==> src/nda_pkg.sv <==
// Constants and types shared by the data-store access block
package nda_pkg;
  // Register offsets on the special-function-register port
  localparam logic [7:0] LOW_ADDR_OFS = 8'hC6;
  localparam logic [7:0] KEY_OFS = 8'hC7;
  localparam logic [7:0] CTRL_OFS = 8'hCE;
  localparam logic [7:0] DATA_OFS = 8'hCF;

  // Unlock key values, in the order they must arrive
  localparam logic [7:0] KEY_FIRST = 8'hAA;
  localparam logic [7:0] KEY_SECOND = 8'h55;

  // Control register fields and the top bit of the low address
  localparam int ERASE_BIT = 7;
  localparam int WRITE_BIT = 6;
  localparam int LOW_ADDR_MSB = 6;

  // Store geometry
  localparam int PAGES = 8;
  localparam int PAGE_BYTES = 16;
  localparam int ADDR_W = 7;

  // Timing: window length in machine cycles, clocks per machine cycle, op lengths
  localparam int UNLOCK_MC = 3;
  localparam int MC_CLKS = 1;
  localparam int ERASE_CLKS = 64;
  localparam int WRITE_CLKS = 16;

  // Reset and erased values
  localparam logic [7:0] REG_RESET = 8'h00;
  localparam logic [6:0] ADDR_RESET = 7'h00;
  localparam logic [7:0] ERASED_BYTE = 8'hFF;

  typedef enum {KEY_IDLE, KEY_ARMED} nda_key_e;
  typedef enum {NV_IDLE, NV_ERASE, NV_WRITE} nda_nvm_e;
endpackage : nda_pkg

==> src/nda_link_if.sv <==
// Signals between the register front end, the unlock sequencer and the store
`timescale 1ns/100ps
`default_nettype none
interface nda_link_if;
  logic bus_wr;
  logic key_wr;
  logic [7:0] key_data;
  logic window_open;
  logic erase_start;
  logic write_start;
  logic [6:0] nvm_addr;
  logic [7:0] nvm_wdata;
  logic busy;
  logic erasing;
  logic writing;
  logic rd_en;
  logic [6:0] rd_addr;
  logic [7:0] rd_data;

  modport ctl (output bus_wr, key_wr, key_data, erase_start, write_start, nvm_addr,
    nvm_wdata, rd_en, rd_addr, input window_open, busy, erasing, writing, rd_data);
  modport unlock (input bus_wr, key_wr, key_data, output window_open);
  modport store (input erase_start, write_start, nvm_addr, nvm_wdata, rd_en, rd_addr,
    output busy, erasing, writing, rd_data);
endinterface : nda_link_if
`default_nettype wire

==> src/nda_store.sv <==
// Paged byte store with timed page erase, timed byte write and read port
`timescale 1ns/100ps
`default_nettype none
module nda_store #(
  parameter int ERASE_CLKS = nda_pkg::ERASE_CLKS,
  parameter int WRITE_CLKS = nda_pkg::WRITE_CLKS
) (
  input wire logic clk,
  input wire logic reset,
  nda_link_if.store lk
);
  localparam int DEPTH = nda_pkg::PAGES * nda_pkg::PAGE_BYTES;
  localparam int E_LAST = ERASE_CLKS - 1;
  localparam int W_LAST = WRITE_CLKS - 1;

  // Span checks use the counts as delay bounds, so they stay at or below 1000
  if (ERASE_CLKS < 1 || ERASE_CLKS > 1000 || WRITE_CLKS < 1 || WRITE_CLKS > 1000 ||
      DEPTH != (1 << nda_pkg::ADDR_W)) begin : g_bad_cfg
    $error("store timing or geometry out of range");
  end

  // Page base of a byte address; the low bits select the byte in the page
  function automatic logic [6:0] page_base(input logic [6:0] a);
    return a & ~7'(nda_pkg::PAGE_BYTES - 1);
  endfunction : page_base

  logic [7:0] mem [0:DEPTH-1];
  nda_pkg::nda_nvm_e state;
  logic [15:0] cnt;
  logic [6:0] op_addr;
  logic [7:0] op_data;
  wire logic op_done;

  assign lk.busy = (state != nda_pkg::NV_IDLE);
  assign lk.erasing = (state == nda_pkg::NV_ERASE);
  assign lk.writing = (state == nda_pkg::NV_WRITE);
  assign op_done = lk.busy && (cnt == 16'h0001);

  // Operation sequencer; operands latched so later register writes cannot disturb them
  always_ff @(posedge clk or posedge reset) begin
    if (reset) begin
      state <= nda_pkg::NV_IDLE;
      cnt <= 16'h0000;
      op_addr <= nda_pkg::ADDR_RESET;
      op_data <= nda_pkg::REG_RESET;
    end else if (lk.erase_start && !lk.busy) begin
      state <= nda_pkg::NV_ERASE;
      cnt <= 16'(ERASE_CLKS);
      op_addr <= lk.nvm_addr;
    end else if (lk.write_start && !lk.busy) begin
      state <= nda_pkg::NV_WRITE;
      cnt <= 16'(WRITE_CLKS);
      op_addr <= lk.nvm_addr;
      op_data <= lk.nvm_wdata;
    end else if (op_done) begin
      state <= nda_pkg::NV_IDLE;
      cnt <= 16'h0000;
    end else if (lk.busy) begin
      cnt <= cnt - 16'h0001;
    end
  end

  // Array update at the end of each operation; contents survive reset
  always_ff @(posedge clk) begin
    if (op_done && lk.erasing) begin
      for (int i = 0; i < nda_pkg::PAGE_BYTES; i++) begin
        mem[page_base(op_addr) + 7'(i)] <= nda_pkg::ERASED_BYTE;
      end
    end else if (op_done && lk.writing) begin
      mem[op_addr] <= op_data;
    end
  end

  // Code-memory read port, one cycle latency
  always_ff @(posedge clk or posedge reset) begin
    if (reset) begin
      lk.rd_data <= nda_pkg::REG_RESET;
    end else if (lk.rd_en) begin
      lk.rd_data <= mem[lk.rd_addr];
    end
  end

  a_erase_span: assert property (@(posedge clk) disable iff (reset)
    $rose(lk.erasing) |-> ##[E_LAST:E_LAST] lk.busy ##1 !lk.busy)
    else $error("erase length wrong");
  a_write_span: assert property (@(posedge clk) disable iff (reset)
    $rose(lk.writing) |-> ##[W_LAST:W_LAST] lk.busy ##1 !lk.busy)
    else $error("write length wrong");
  a_page_erased: assert property (@(posedge clk) disable iff (reset)
    op_done && lk.erasing |=>
      mem[page_base($past(op_addr)) + 7'(nda_pkg::PAGE_BYTES - 1)] == nda_pkg::ERASED_BYTE)
    else $error("page not erased");
  a_byte_lands: assert property (@(posedge clk) disable iff (reset)
    op_done && lk.writing |=> mem[$past(op_addr)] == $past(op_data))
    else $error("byte not stored");
  a_read_path: assert property (@(posedge clk) disable iff (reset)
    lk.rd_en && !op_done |=> lk.rd_data == mem[$past(lk.rd_addr)])
    else $error("read data wrong");
endmodule : nda_store
`default_nettype wire

==> src/nda_top.sv <==
// Data-store access block: register front end, unlock gate and operation control
//
// Overview of operation
// - Key opens protected writes for three machine cycles
// - Page follows from the low address register
// - Erase bit erases page and stalls core
// - Write bit stores byte and stalls core
// - Data register holds the byte to write
// - Bytes read back via code-memory move path
// - Low address uses bits 6:0, bit 7 zero
//
// The address-and-strobe port was left to the implementer.
`timescale 1ns/100ps
`default_nettype none
module nda_top #(
  parameter int MC_CLKS = nda_pkg::MC_CLKS,
  parameter int ERASE_CLKS = nda_pkg::ERASE_CLKS,
  parameter int WRITE_CLKS = nda_pkg::WRITE_CLKS
) (
  input wire logic clk,
  input wire logic reset,
  input wire logic [7:0] reg_addr,
  input wire logic [7:0] reg_wdata,
  input wire logic reg_wr,
  input wire logic reg_rd,
  output logic [7:0] reg_rdata,
  input wire logic code_rd_en,
  input wire logic [6:0] code_rd_addr,
  output logic [7:0] code_rd_data,
  output logic core_stall
);
  nda_link_if lk ();

  // Software-visible state
  logic [6:0] low_addr;
  logic [7:0] data_byte;

  // Address decode
  wire logic hit_low;
  wire logic hit_key;
  wire logic hit_ctrl;
  wire logic hit_data;
  wire logic wr_low;
  wire logic wr_ctrl;
  wire logic wr_data;

  // Protected control write qualification
  wire logic ctrl_accept;
  wire logic want_erase;
  wire logic want_write;

  // Read selection
  wire logic [7:0] ctrl_view;
  wire logic [7:0] key_view;
  wire logic [7:0] low_view;
  wire logic [7:0] rd_mux;

  assign hit_low = (reg_addr == nda_pkg::LOW_ADDR_OFS);
  assign hit_key = (reg_addr == nda_pkg::KEY_OFS);
  assign hit_ctrl = (reg_addr == nda_pkg::CTRL_OFS);
  assign hit_data = (reg_addr == nda_pkg::DATA_OFS);
  assign wr_low = reg_wr && hit_low;
  assign wr_ctrl = reg_wr && hit_ctrl;
  assign wr_data = reg_wr && hit_data;

  // Every write reaches the sequencer so an interleaved write breaks the key pair
  assign lk.bus_wr = reg_wr;
  assign lk.key_wr = reg_wr && hit_key;
  assign lk.key_data = reg_wdata;

  // Control bits only take effect inside the window and with the store idle
  assign ctrl_accept = wr_ctrl && lk.window_open && !lk.busy;
  assign want_erase = reg_wdata[nda_pkg::ERASE_BIT];
  assign want_write = reg_wdata[nda_pkg::WRITE_BIT];

  // Erase wins if both bits are set in one write; a zero starts nothing
  assign lk.erase_start = ctrl_accept && want_erase;
  assign lk.write_start = ctrl_accept && !want_erase && want_write;

  // Operands come straight from the registers; no page-enable step exists
  assign lk.nvm_addr = low_addr;
  assign lk.nvm_wdata = data_byte;

  // Core code-memory reads pass to the store
  assign lk.rd_en = code_rd_en;
  assign lk.rd_addr = code_rd_addr;
  assign code_rd_data = lk.rd_data;

  // Core held while an operation runs; released the cycle it ends
  assign core_stall = lk.busy;

  // Control bits read back as the operation in flight
  assign ctrl_view = {lk.erasing, lk.writing, 6'h00};
  // Key register shows only whether the window is open
  assign key_view = {7'h00, lk.window_open};
  // Bit 7 of the address is not stored and reads zero
  assign low_view = {1'b0, low_addr};

  assign rd_mux = hit_low ? low_view :
    hit_key ? key_view :
    hit_ctrl ? ctrl_view :
    hit_data ? data_byte :
    nda_pkg::REG_RESET;

  // Low address register; bit 7 dropped so software cannot leave the store
  always_ff @(posedge clk or posedge reset) begin
    if (reset) begin
      low_addr <= nda_pkg::ADDR_RESET;
    end else if (wr_low) begin
      low_addr <= reg_wdata[nda_pkg::LOW_ADDR_MSB:0];
    end
  end

  // Byte to be written by the next write operation
  always_ff @(posedge clk or posedge reset) begin
    if (reset) begin
      data_byte <= nda_pkg::REG_RESET;
    end else if (wr_data) begin
      data_byte <= reg_wdata;
    end
  end

  // Read data valid only in the cycle after the strobe, zero otherwise
  always_ff @(posedge clk or posedge reset) begin
    if (reset) begin
      reg_rdata <= nda_pkg::REG_RESET;
    end else if (reg_rd) begin
      reg_rdata <= rd_mux;
    end else begin
      reg_rdata <= nda_pkg::REG_RESET;
    end
  end

  // Key sequencer and timed window
  nda_unlock #(
    .MC_CLKS(MC_CLKS)
  ) u_unlock (
    .clk(clk),
    .reset(reset),
    .lk(lk.unlock)
  );

  // Byte store with erase and write timing
  nda_store #(
    .ERASE_CLKS(ERASE_CLKS),
    .WRITE_CLKS(WRITE_CLKS)
  ) u_store (
    .clk(clk),
    .reset(reset),
    .lk(lk.store)
  );

  // Checks on the front end

  a_page_from_addr: assert property (@(posedge clk) disable iff (reset)
    lk.erase_start |=> lk.erasing && $past(lk.nvm_addr) == $past(low_addr))
    else $error("erase did not use low address");

  a_erase_stalls: assert property (@(posedge clk) disable iff (reset)
    lk.erase_start |=> core_stall && reg_rdata == 8'h00 ##0 lk.erasing)
    else $error("erase did not stall the core");

  a_write_stalls: assert property (@(posedge clk) disable iff (reset)
    lk.write_start |=> core_stall && lk.writing && !lk.erasing)
    else $error("write did not stall the core");

  a_stall_release: assert property (@(posedge clk) disable iff (reset)
    $fell(lk.busy) |-> !core_stall && $past(core_stall))
    else $error("stall not released with the operation");

  a_clear_no_op: assert property (@(posedge clk) disable iff (reset)
    wr_ctrl && !want_erase && !want_write |-> !lk.erase_start && !lk.write_start)
    else $error("clearing control bits started an operation");

  a_locked_ignore: assert property (@(posedge clk) disable iff (reset)
    wr_ctrl && !lk.window_open && !lk.busy |=> !lk.busy)
    else $error("locked control write took effect");

  a_open_accepts: assert property (@(posedge clk) disable iff (reset)
    wr_ctrl && lk.window_open && !lk.busy && want_write |=> lk.busy)
    else $error("open-window control write ignored");

  a_data_hold: assert property (@(posedge clk) disable iff (reset)
    wr_data |=> data_byte == $past(reg_wdata))
    else $error("data register did not load");

  a_addr_bit7: assert property (@(posedge clk) disable iff (reset)
    reg_rd && hit_low |=> reg_rdata[7] == 1'b0 && reg_rdata[6:0] == $past(low_addr))
    else $error("low address read wrong");

  a_read_one_cycle: assert property (@(posedge clk) disable iff (reset)
    !reg_rd |=> reg_rdata == 8'h00)
    else $error("read data outside its cycle");

  a_store_readback: assert property (@(posedge clk) disable iff (reset)
    code_rd_en |=> code_rd_data == lk.rd_data)
    else $error("code read path broken");
endmodule : nda_top
`default_nettype wire

==> src/nda_unlock.sv <==
// Two-write key sequencer and timed window for protected control bits
`timescale 1ns/100ps
`default_nettype none
module nda_unlock #(
  parameter int MC_CLKS = nda_pkg::MC_CLKS
) (
  input wire logic clk,
  input wire logic reset,
  nda_link_if.unlock lk
);
  localparam int WIN_CLKS = nda_pkg::UNLOCK_MC * MC_CLKS;
  localparam int CNT_W = $clog2(WIN_CLKS + 1);
  localparam logic [CNT_W-1:0] WIN_LOAD = CNT_W'(WIN_CLKS);

  if (MC_CLKS < 1) begin : g_bad_mc
    $error("MC_CLKS must be at least one");
  end

  nda_pkg::nda_key_e state;
  nda_pkg::nda_key_e next_state;
  logic [CNT_W-1:0] win_cnt;
  logic [CNT_W-1:0] next_win_cnt;
  logic [CNT_W:0] age;
  wire logic first_ok;
  wire logic key_done;

  // Any other write between the two keys breaks the sequence
  assign first_ok = lk.key_wr && (lk.key_data == nda_pkg::KEY_FIRST);
  assign key_done = (state == nda_pkg::KEY_ARMED) && lk.key_wr &&
    (lk.key_data == nda_pkg::KEY_SECOND);
  assign next_state = !lk.bus_wr ? state :
    (first_ok ? nda_pkg::KEY_ARMED : nda_pkg::KEY_IDLE);
  assign next_win_cnt = key_done ? WIN_LOAD :
    ((win_cnt != '0) ? win_cnt - 1'b1 : win_cnt);
  assign lk.window_open = (win_cnt != '0);

  // Sequencer state and window countdown
  always_ff @(posedge clk or posedge reset) begin
    if (reset) begin
      state <= nda_pkg::KEY_IDLE;
      win_cnt <= '0;
    end else begin
      state <= next_state;
      win_cnt <= next_win_cnt;
    end
  end

  // Cycles since the last completed key, saturating; only the checks read it
  always_ff @(posedge clk or posedge reset) begin
    if (reset) begin
      age <= '1;
    end else if (key_done) begin
      age <= '0;
    end else if (age != '1) begin
      age <= age + 1'b1;
    end
  end

  a_window_holds: assert property (@(posedge clk) disable iff (reset)
    key_done |=> lk.window_open [*3])
    else $error("window shut early");
  a_window_shuts: assert property (@(posedge clk) disable iff (reset)
    lk.window_open |-> (age < (CNT_W+1)'(WIN_CLKS)))
    else $error("window open too long");
  a_open_cause: assert property (@(posedge clk) disable iff (reset)
    $rose(lk.window_open) |-> $past(key_done))
    else $error("window opened without key pair");
endmodule : nda_unlock
`default_nettype wire

==> config.mk <==
export PLATFORM = sky130hd
export DESIGN_NAME = nda_top
export DESIGN_NICKNAME = d
export VERILOG_FILES = /design/src/nda_pkg.sv /design/src/nda_link_if.sv /design/src/nda_store.sv /design/src/nda_top.sv /design/src/nda_unlock.sv
export SDC_FILE = /design/constraint.sdc
export NUM_CORES = 2
export LEC_CHECK = 0
export BUFFER_PORTS_ARGS = -buffer_cell sky130_fd_sc_hd__buf_2
export CORE_ASPECT_RATIO = 2
export CORE_UTILIZATION = 46
export CTS_CLUSTER_SIZE = 16
export DETAILED_ROUTE_END_ITERATION = 10
export PLACE_DENSITY = 0.71
export SKIP_CTS_REPAIR_TIMING = 1
export SLEW_MARGIN = 15
export SYNTH_ARGS = -nofsm -noshare
export SYNTH_HDL_FRONTEND = slang
export SYNTH_HIERARCHICAL = 1
export SYNTH_SLANG_ARGS = --single-unit
==> constraint.sdc <==
create_clock -name clk -period 6.3 [get_ports clk]
set_clock_uncertainty 0.05 [all_clocks]
set_input_delay 1.575 -clock clk [delete_from_list [all_inputs] [get_ports clk]]
set_output_delay 1.575 -clock clk [all_outputs]
set_load 0.01 [all_outputs]
; ---- Word level (Yosys, flattened, before mapping)
; Memory sizes are Yosys's and may differ from the RTL's. A register that Yosys moved wholly into a read port is not among the register bits.
; Index checks and enable logic that the tools add are counted.
[word_totals]
ff_bits = 120
ram_bits = 1024
in_bits = 28
out_inout_bits = 17
elab_cells = 90
n_memories = 1
[memory_table]
columns = memory, depth, width, read_ports, rd_ports_with_merged_regs, wr, line
row1 = u_store.mem, 128, 8, 1, 1, 16, nda_store.sv:27  ; logic [7:0] mem [0:DEPTH-1];
[op_classes]
addsub = 17
n_eq_ne = 10
n_mux = 25
bitwise = 1
reduce_logical = 27
[ops]
columns = op, n
row1 = 32-bit two-way mux, 3
row2 = 32-bit by 2-bit == test with 1-bit output (second input constant), 2
row3 = 16-bit two-way mux, 4
row4 = 7-bit by 4-bit adder with 7-bit output (second input constant), 8
row5 = 8-bit two-way mux, 6
row6 = 8-bit == test (second input constant), 5
row7 = 32-bit by 3-bit == test with 1-bit output (second input constant), 1
row8 = 32-bit nonzero test, 1
row9 = 7-bit by 3-bit adder with 7-bit output (second input constant), 4
row10 = 7-bit two-way mux, 3
row11 = 1-bit logical AND, 17
row12 = 16-bit by 1-bit == test with 1-bit output (second input constant), 1
row13 = 16-bit by 1-bit subtractor with 16-bit output (second input constant), 1
row14 = 7-bit by 2-bit adder with 7-bit output (second input constant), 2
row15 = 8-bit by 7-bit == test with 1-bit output (second input constant), 1
row16 = 8-bit OR reduction, 1
row17 = 7-bit by 1-bit adder with 7-bit output (second input constant), 1
row18 = 1-bit two-way mux, 7
row19 = 2-bit nonzero test, 3
row20 = 2-bit two-way mux, 2
row21 = 4-bit nonzero test, 1
row22 = 3-bit nonzero test, 1
row23 = 1-bit logical NOT, 2
row24 = 2-bit AND reduction, 1
row25 = other kinds (2), 2

; ---- Depth between registers and ports, before layout
[depth]
word_depth = 9
mapped_depth = 13
depth_no_buf = 11

; ---- Modules after synthesis
; The synthesis kept the hierarchy.
[modules_own_cells]
columns = module, instances, cells_each, area_per_inst_um2, seq_area_each_um2
row1 = nda_store, 1, 4308, 48378.9, 22166.3
row2 = nda_top, 1, 73, 1011.0, 575.6
row3 = nda_unlock, 1, 21, 235.2, 75.1

; ---- Worst setup path after synthesis
; OpenSTA, ideal clock, no wires.
[synth_timing]
path_type = input port to flip-flop
startpoint = input code_rd_addr[1]
endpoint = register u_store.lk.rd_data[7] (read register of u_store.mem)
setup_time_ns = 0.127
arrival_ns = 3.730
t_required_ns = 6.123
setup_slack_ns = 2.393
stages = 7
n_path_buf = 2
path_cell_list = buf_2 -> buf_1 -> mux4_2 -> mux4_2 -> mux2_2 -> o22ai_1 -> nor3_1
[synth_rtl]
columns = element, line
row1 = from (decl), nda_top.sv:28  ; input wire logic [6:0] code_rd_addr,
row2 = to (decl), nda_link_if.sv:24  ; output busy, erasing, writing, rd_data);

==> impl_metrics.toml <==
[run_status]
outcome = "complete, no violations"

[critical_path]
crit_arrival_ns = 5.10
crit_type = "in -> reg"
cp_max_fo = 49
worstSetupEndpointType = "register"
critPathMaxStageDelay_ns = 0.95
start_kind = "primary input"
cp_slowest_cell = "nor4_1"
worstPathRequired_ns = 6.83
crit_top_cell = "mux4_2"
path_cells = "buf_8, buf_12, mux4_2, mux4_2, o22ai_1, nor2_1, nor4_1, buf_4, nor3_1"
r2r_start = "u_store/cnt[8]"
crit_start = "code_rd_addr[1]"

[sta]
slew_viol_final = 0
setup_viol = 0
tns_ns = 0
relSlewSlack_pct = 22.8
tightest_slew_ns = 1.16
hold_viol = 0
finalCritPeriodShare_pct = 72.6
rsz0062_at_grt = "false"
timing.fmax_mhz = 219
fin_crit_ns = 4.57

[flow_run]
cap_viol_max_count = 0

[synth]
synthCells = 4402
avgSynthCellArea_um2 = 11.3
synthArstFlopShare_pct = 6.14
netlist_area_mm2 = 0.0496
seq_area_frac_synth_pct = 46.0
ys_ff_latch = 1091
synthesis.nets = 4433
ys_types = 76
synth_edf_count = 64
yosys_warnings = 6
ys.flop_type = "dfxtp_1"

[floorplanning]
fp.dieW_um = 234
core_mm2 = 0.107
std_cell_rows = 170
fp.dieH_um = 467
io-pin-count = 45
start_util_pct = 46.3
dieArea_mm2 = 0.109

[finish]
fin_nets = 4283
syn_to_final_growth_pct = 8.60
stdcell_area_mm2 = 0.0539
drive_above_1_share_pct = 16.2
seq_area_mm2 = 0.0228
n_fill_cell = 9431
multi_input_comb_area_mm2 = 0.0254

[clock_network]
clkLatencyLatePin_ns = 0.70
clock-root-buffer = "clkbuf_16"
clkSlewWorstSetupHoldPaths_ns = 0.07
cts_buffers = 88
clk_path_buf_depth = 3
cts_sinks = 1091
tritoncts = "done"
h-tree-depth = 3

[global_routing]
antenna_found_initial = 5
grt_pass1_wl_um = 214000
grt_start_max_net_pins = 121
gr-usage-all-layers_pct = 26.0
grt.overflow.total = 0
grt_pass1_vias = 33900

[placed_design]
numPortBuffers = 44
placed_area_mm2 = 0.0509
hpwl_um = 92800
gp_congestion = 0.962

[power]
leakage_nw = 28.7
vdd_drop_max_mv = 0.230
power.density_mw_per_mm2 = 245

[route]
drc = 0
first_iter_violations = 2874
ant_nets = 0
drt_wl_total_um = 142000
num_vias = 33800
routedWlPerCell_um = 24.9
dr.pass1.iters = 9
viasPerCell = 5.92

[hold_path]
worstHoldStart = "u_store/mem[70][4]"
hold_class = "reg -> reg"
-- worst paths after layout --
| check | end | slack [ns] | cells after the start |
|---|---|---|---|
| worst max-delay path | u_store/lk.rd_data[6] | 1.73 | 9 |
| worst min-delay path | u_store/mem[70][4] | 0.42 | 2 |
| worst max register to register | u_store/mem[39][6] | 2.17 | 7 |
| worst min register to register | u_store/mem[70][4] | 0.42 | 2 |
| max in group asynchronous | lk.nvm_addr[1] | 4.62 | 2 |
| min in group asynchronous | u_unlock/win_cnt[0] | 0.72 | 2 |
-- cell usage after synthesis, types with 6 or more instances --
cell / number / share of area, %
buf_2: 54 / 0.54
or2_2: 16 / 0.20
a2111oi_0: 6 / 0.11
nand2_1: 1024 / 7.7
and2_1: 28 / 0.35
a22oi_1: 18 / 0.27
a31oi_1: 9 / 0.11
mux4_2: 219 / 9.9
nand4_4: 14 / 0.60
nand3_1: 22 / 0.22
o211ai_1: 7 / 0.11
nand3_4: 46 / 1.6
nor3_1: 15 / 0.15
edfxtp_1: 64 / 3.9
nand2b_1: 22 / 0.28
nand3b_1: 6 / 0.091
xor2_1: 6 / 0.11
o221ai_1: 32 / 0.56
o21ai_0: 9 / 0.091
buf_6: 12 / 0.27
nor4_1: 7 / 0.088
dfrtp_1: 67 / 3.4
a211oi_1: 9 / 0.14
mux2_2: 41 / 0.93
buf_4: 20 / 0.30
mux2i_1: 1090 / 22
o22ai_1: 45 / 0.57
inv_1: 11 / 0.083
a21oi_1: 17 / 0.17
buf_1: 16 / 0.12
nor3_4: 56 / 1.8
nor2_1: 73 / 0.55
clkbuf_1: 252 / 1.9
dfxtp_1: 960 / 39
nor2b_1: 12 / 0.15
-- cell families after synthesis --
kind of cell	after synthesis	synth area share, %
compound gates	194	2.87
xor+xnor	9	0.159
fa+ha+maj	3	0.0756
buf+inv	368	3.28
flops	1091	46.0
mux	1352	32.9
simple gates	1385	14.7
-- where the power goes --
part	leakage [nW]	switching, mW	internal (mW)
Clock	1.46	2.61	3.20
Sequential	9.38	0.0327	6.97
Combinational	17.8	0.258	0.142
-- critical path, delay by kind of cell --
family	cells	cell delay, ns
AOI/OAI and AO/OA	1	0.23
and+or+nand+nor	3	1.09
buffers and inverters	3	1.00
muxes	2	1.09
-- placed cells by master (no fill, tap or decap), types with 7 or more instances in the layout --
cell       synthesis  routed
o221ai_1          32      32
a31oi_1            9       9
nand3_1           22      22
clkinv_2           0      12
and2_1            28      28
dfxtp_1          960     960
mux2i_1         1090    1090
nor3_4            56      59
o22ai_1           45      45
clkbuf_8           0      13
edfxtp_1          64      64
a22oi_1           18      18
nand2_1         1024    1015
nor3_1            15      13
a211oi_1           9       9
mux2_2            41      41
o21ai_0            9       9
clkbuf_1         252      26
nor2_1            73      68
o211ai_1           7       7
clkbuf_16          0      96
buf_4             20      64
mux4_2           219     219
buf_12             0       9
or2_2             16      16
inv_1             11      10
nand4_4           14      14
nand3_4           46      46
buf_2             54      40
nand2b_1          22      12
a21oi_1           17      17
dfrtp_1           67      67
nand2b_4           0       8
nor2b_1           12      11
-- layer usage --
layer	wire length (um)	GRT usage [%]	part of all wire (%)
met5	7	0	0.0049
met4	11600	19.6	8.2
met3	7810	3.81	5.5
met2	72700	45.3	51
met1	50000	28.3	35
-- registers in the layout, indices dropped and copies added (netlist names) --
| register | cells |
|---|---|
| u_store/mem | 1024 |
| u_store/cnt | 16 |
| data_byte | 8 |
| reg_rdata | 8 |
| u_store/lk.rd_data | 8 |
| u_store/op_data | 8 |
| lk.nvm_addr | 7 |
| u_store/op_addr | 7 |
| u_store/state | 2 |
| u_unlock/win_cnt | 2 |
| u_unlock/state | 1 |
-- layout make-up --
class	count	area share [%]
Tap cell	1376	3.19
Sequential cell	1091	42.3
Clock buffer	135	4.97
Timing Repair Buffer	116	1.67
Clock inverter	29	0.592
Multi-Input combinational cell	2943	47.1
Inverter	12	0.0836
Antenna cell	4	0.0186
-- metrics by stage --
step	power, mW	utilization (%)	std cells	setup slack, ns	hold slack [ns]
floorplan	7.41	-	4402	2.39	0.378
global placement	7.55	47.4	5538	1.33	0.392
detailed placement	7.56	47.4	5538	1.28	0.400
CTS	13.3	50.2	5702	2.01	0.419
global route	13.6	50.3	5704	1.68	0.436
finish	13.2	50.3	5706	1.73	0.416
(Power assumes the default switching activity.)
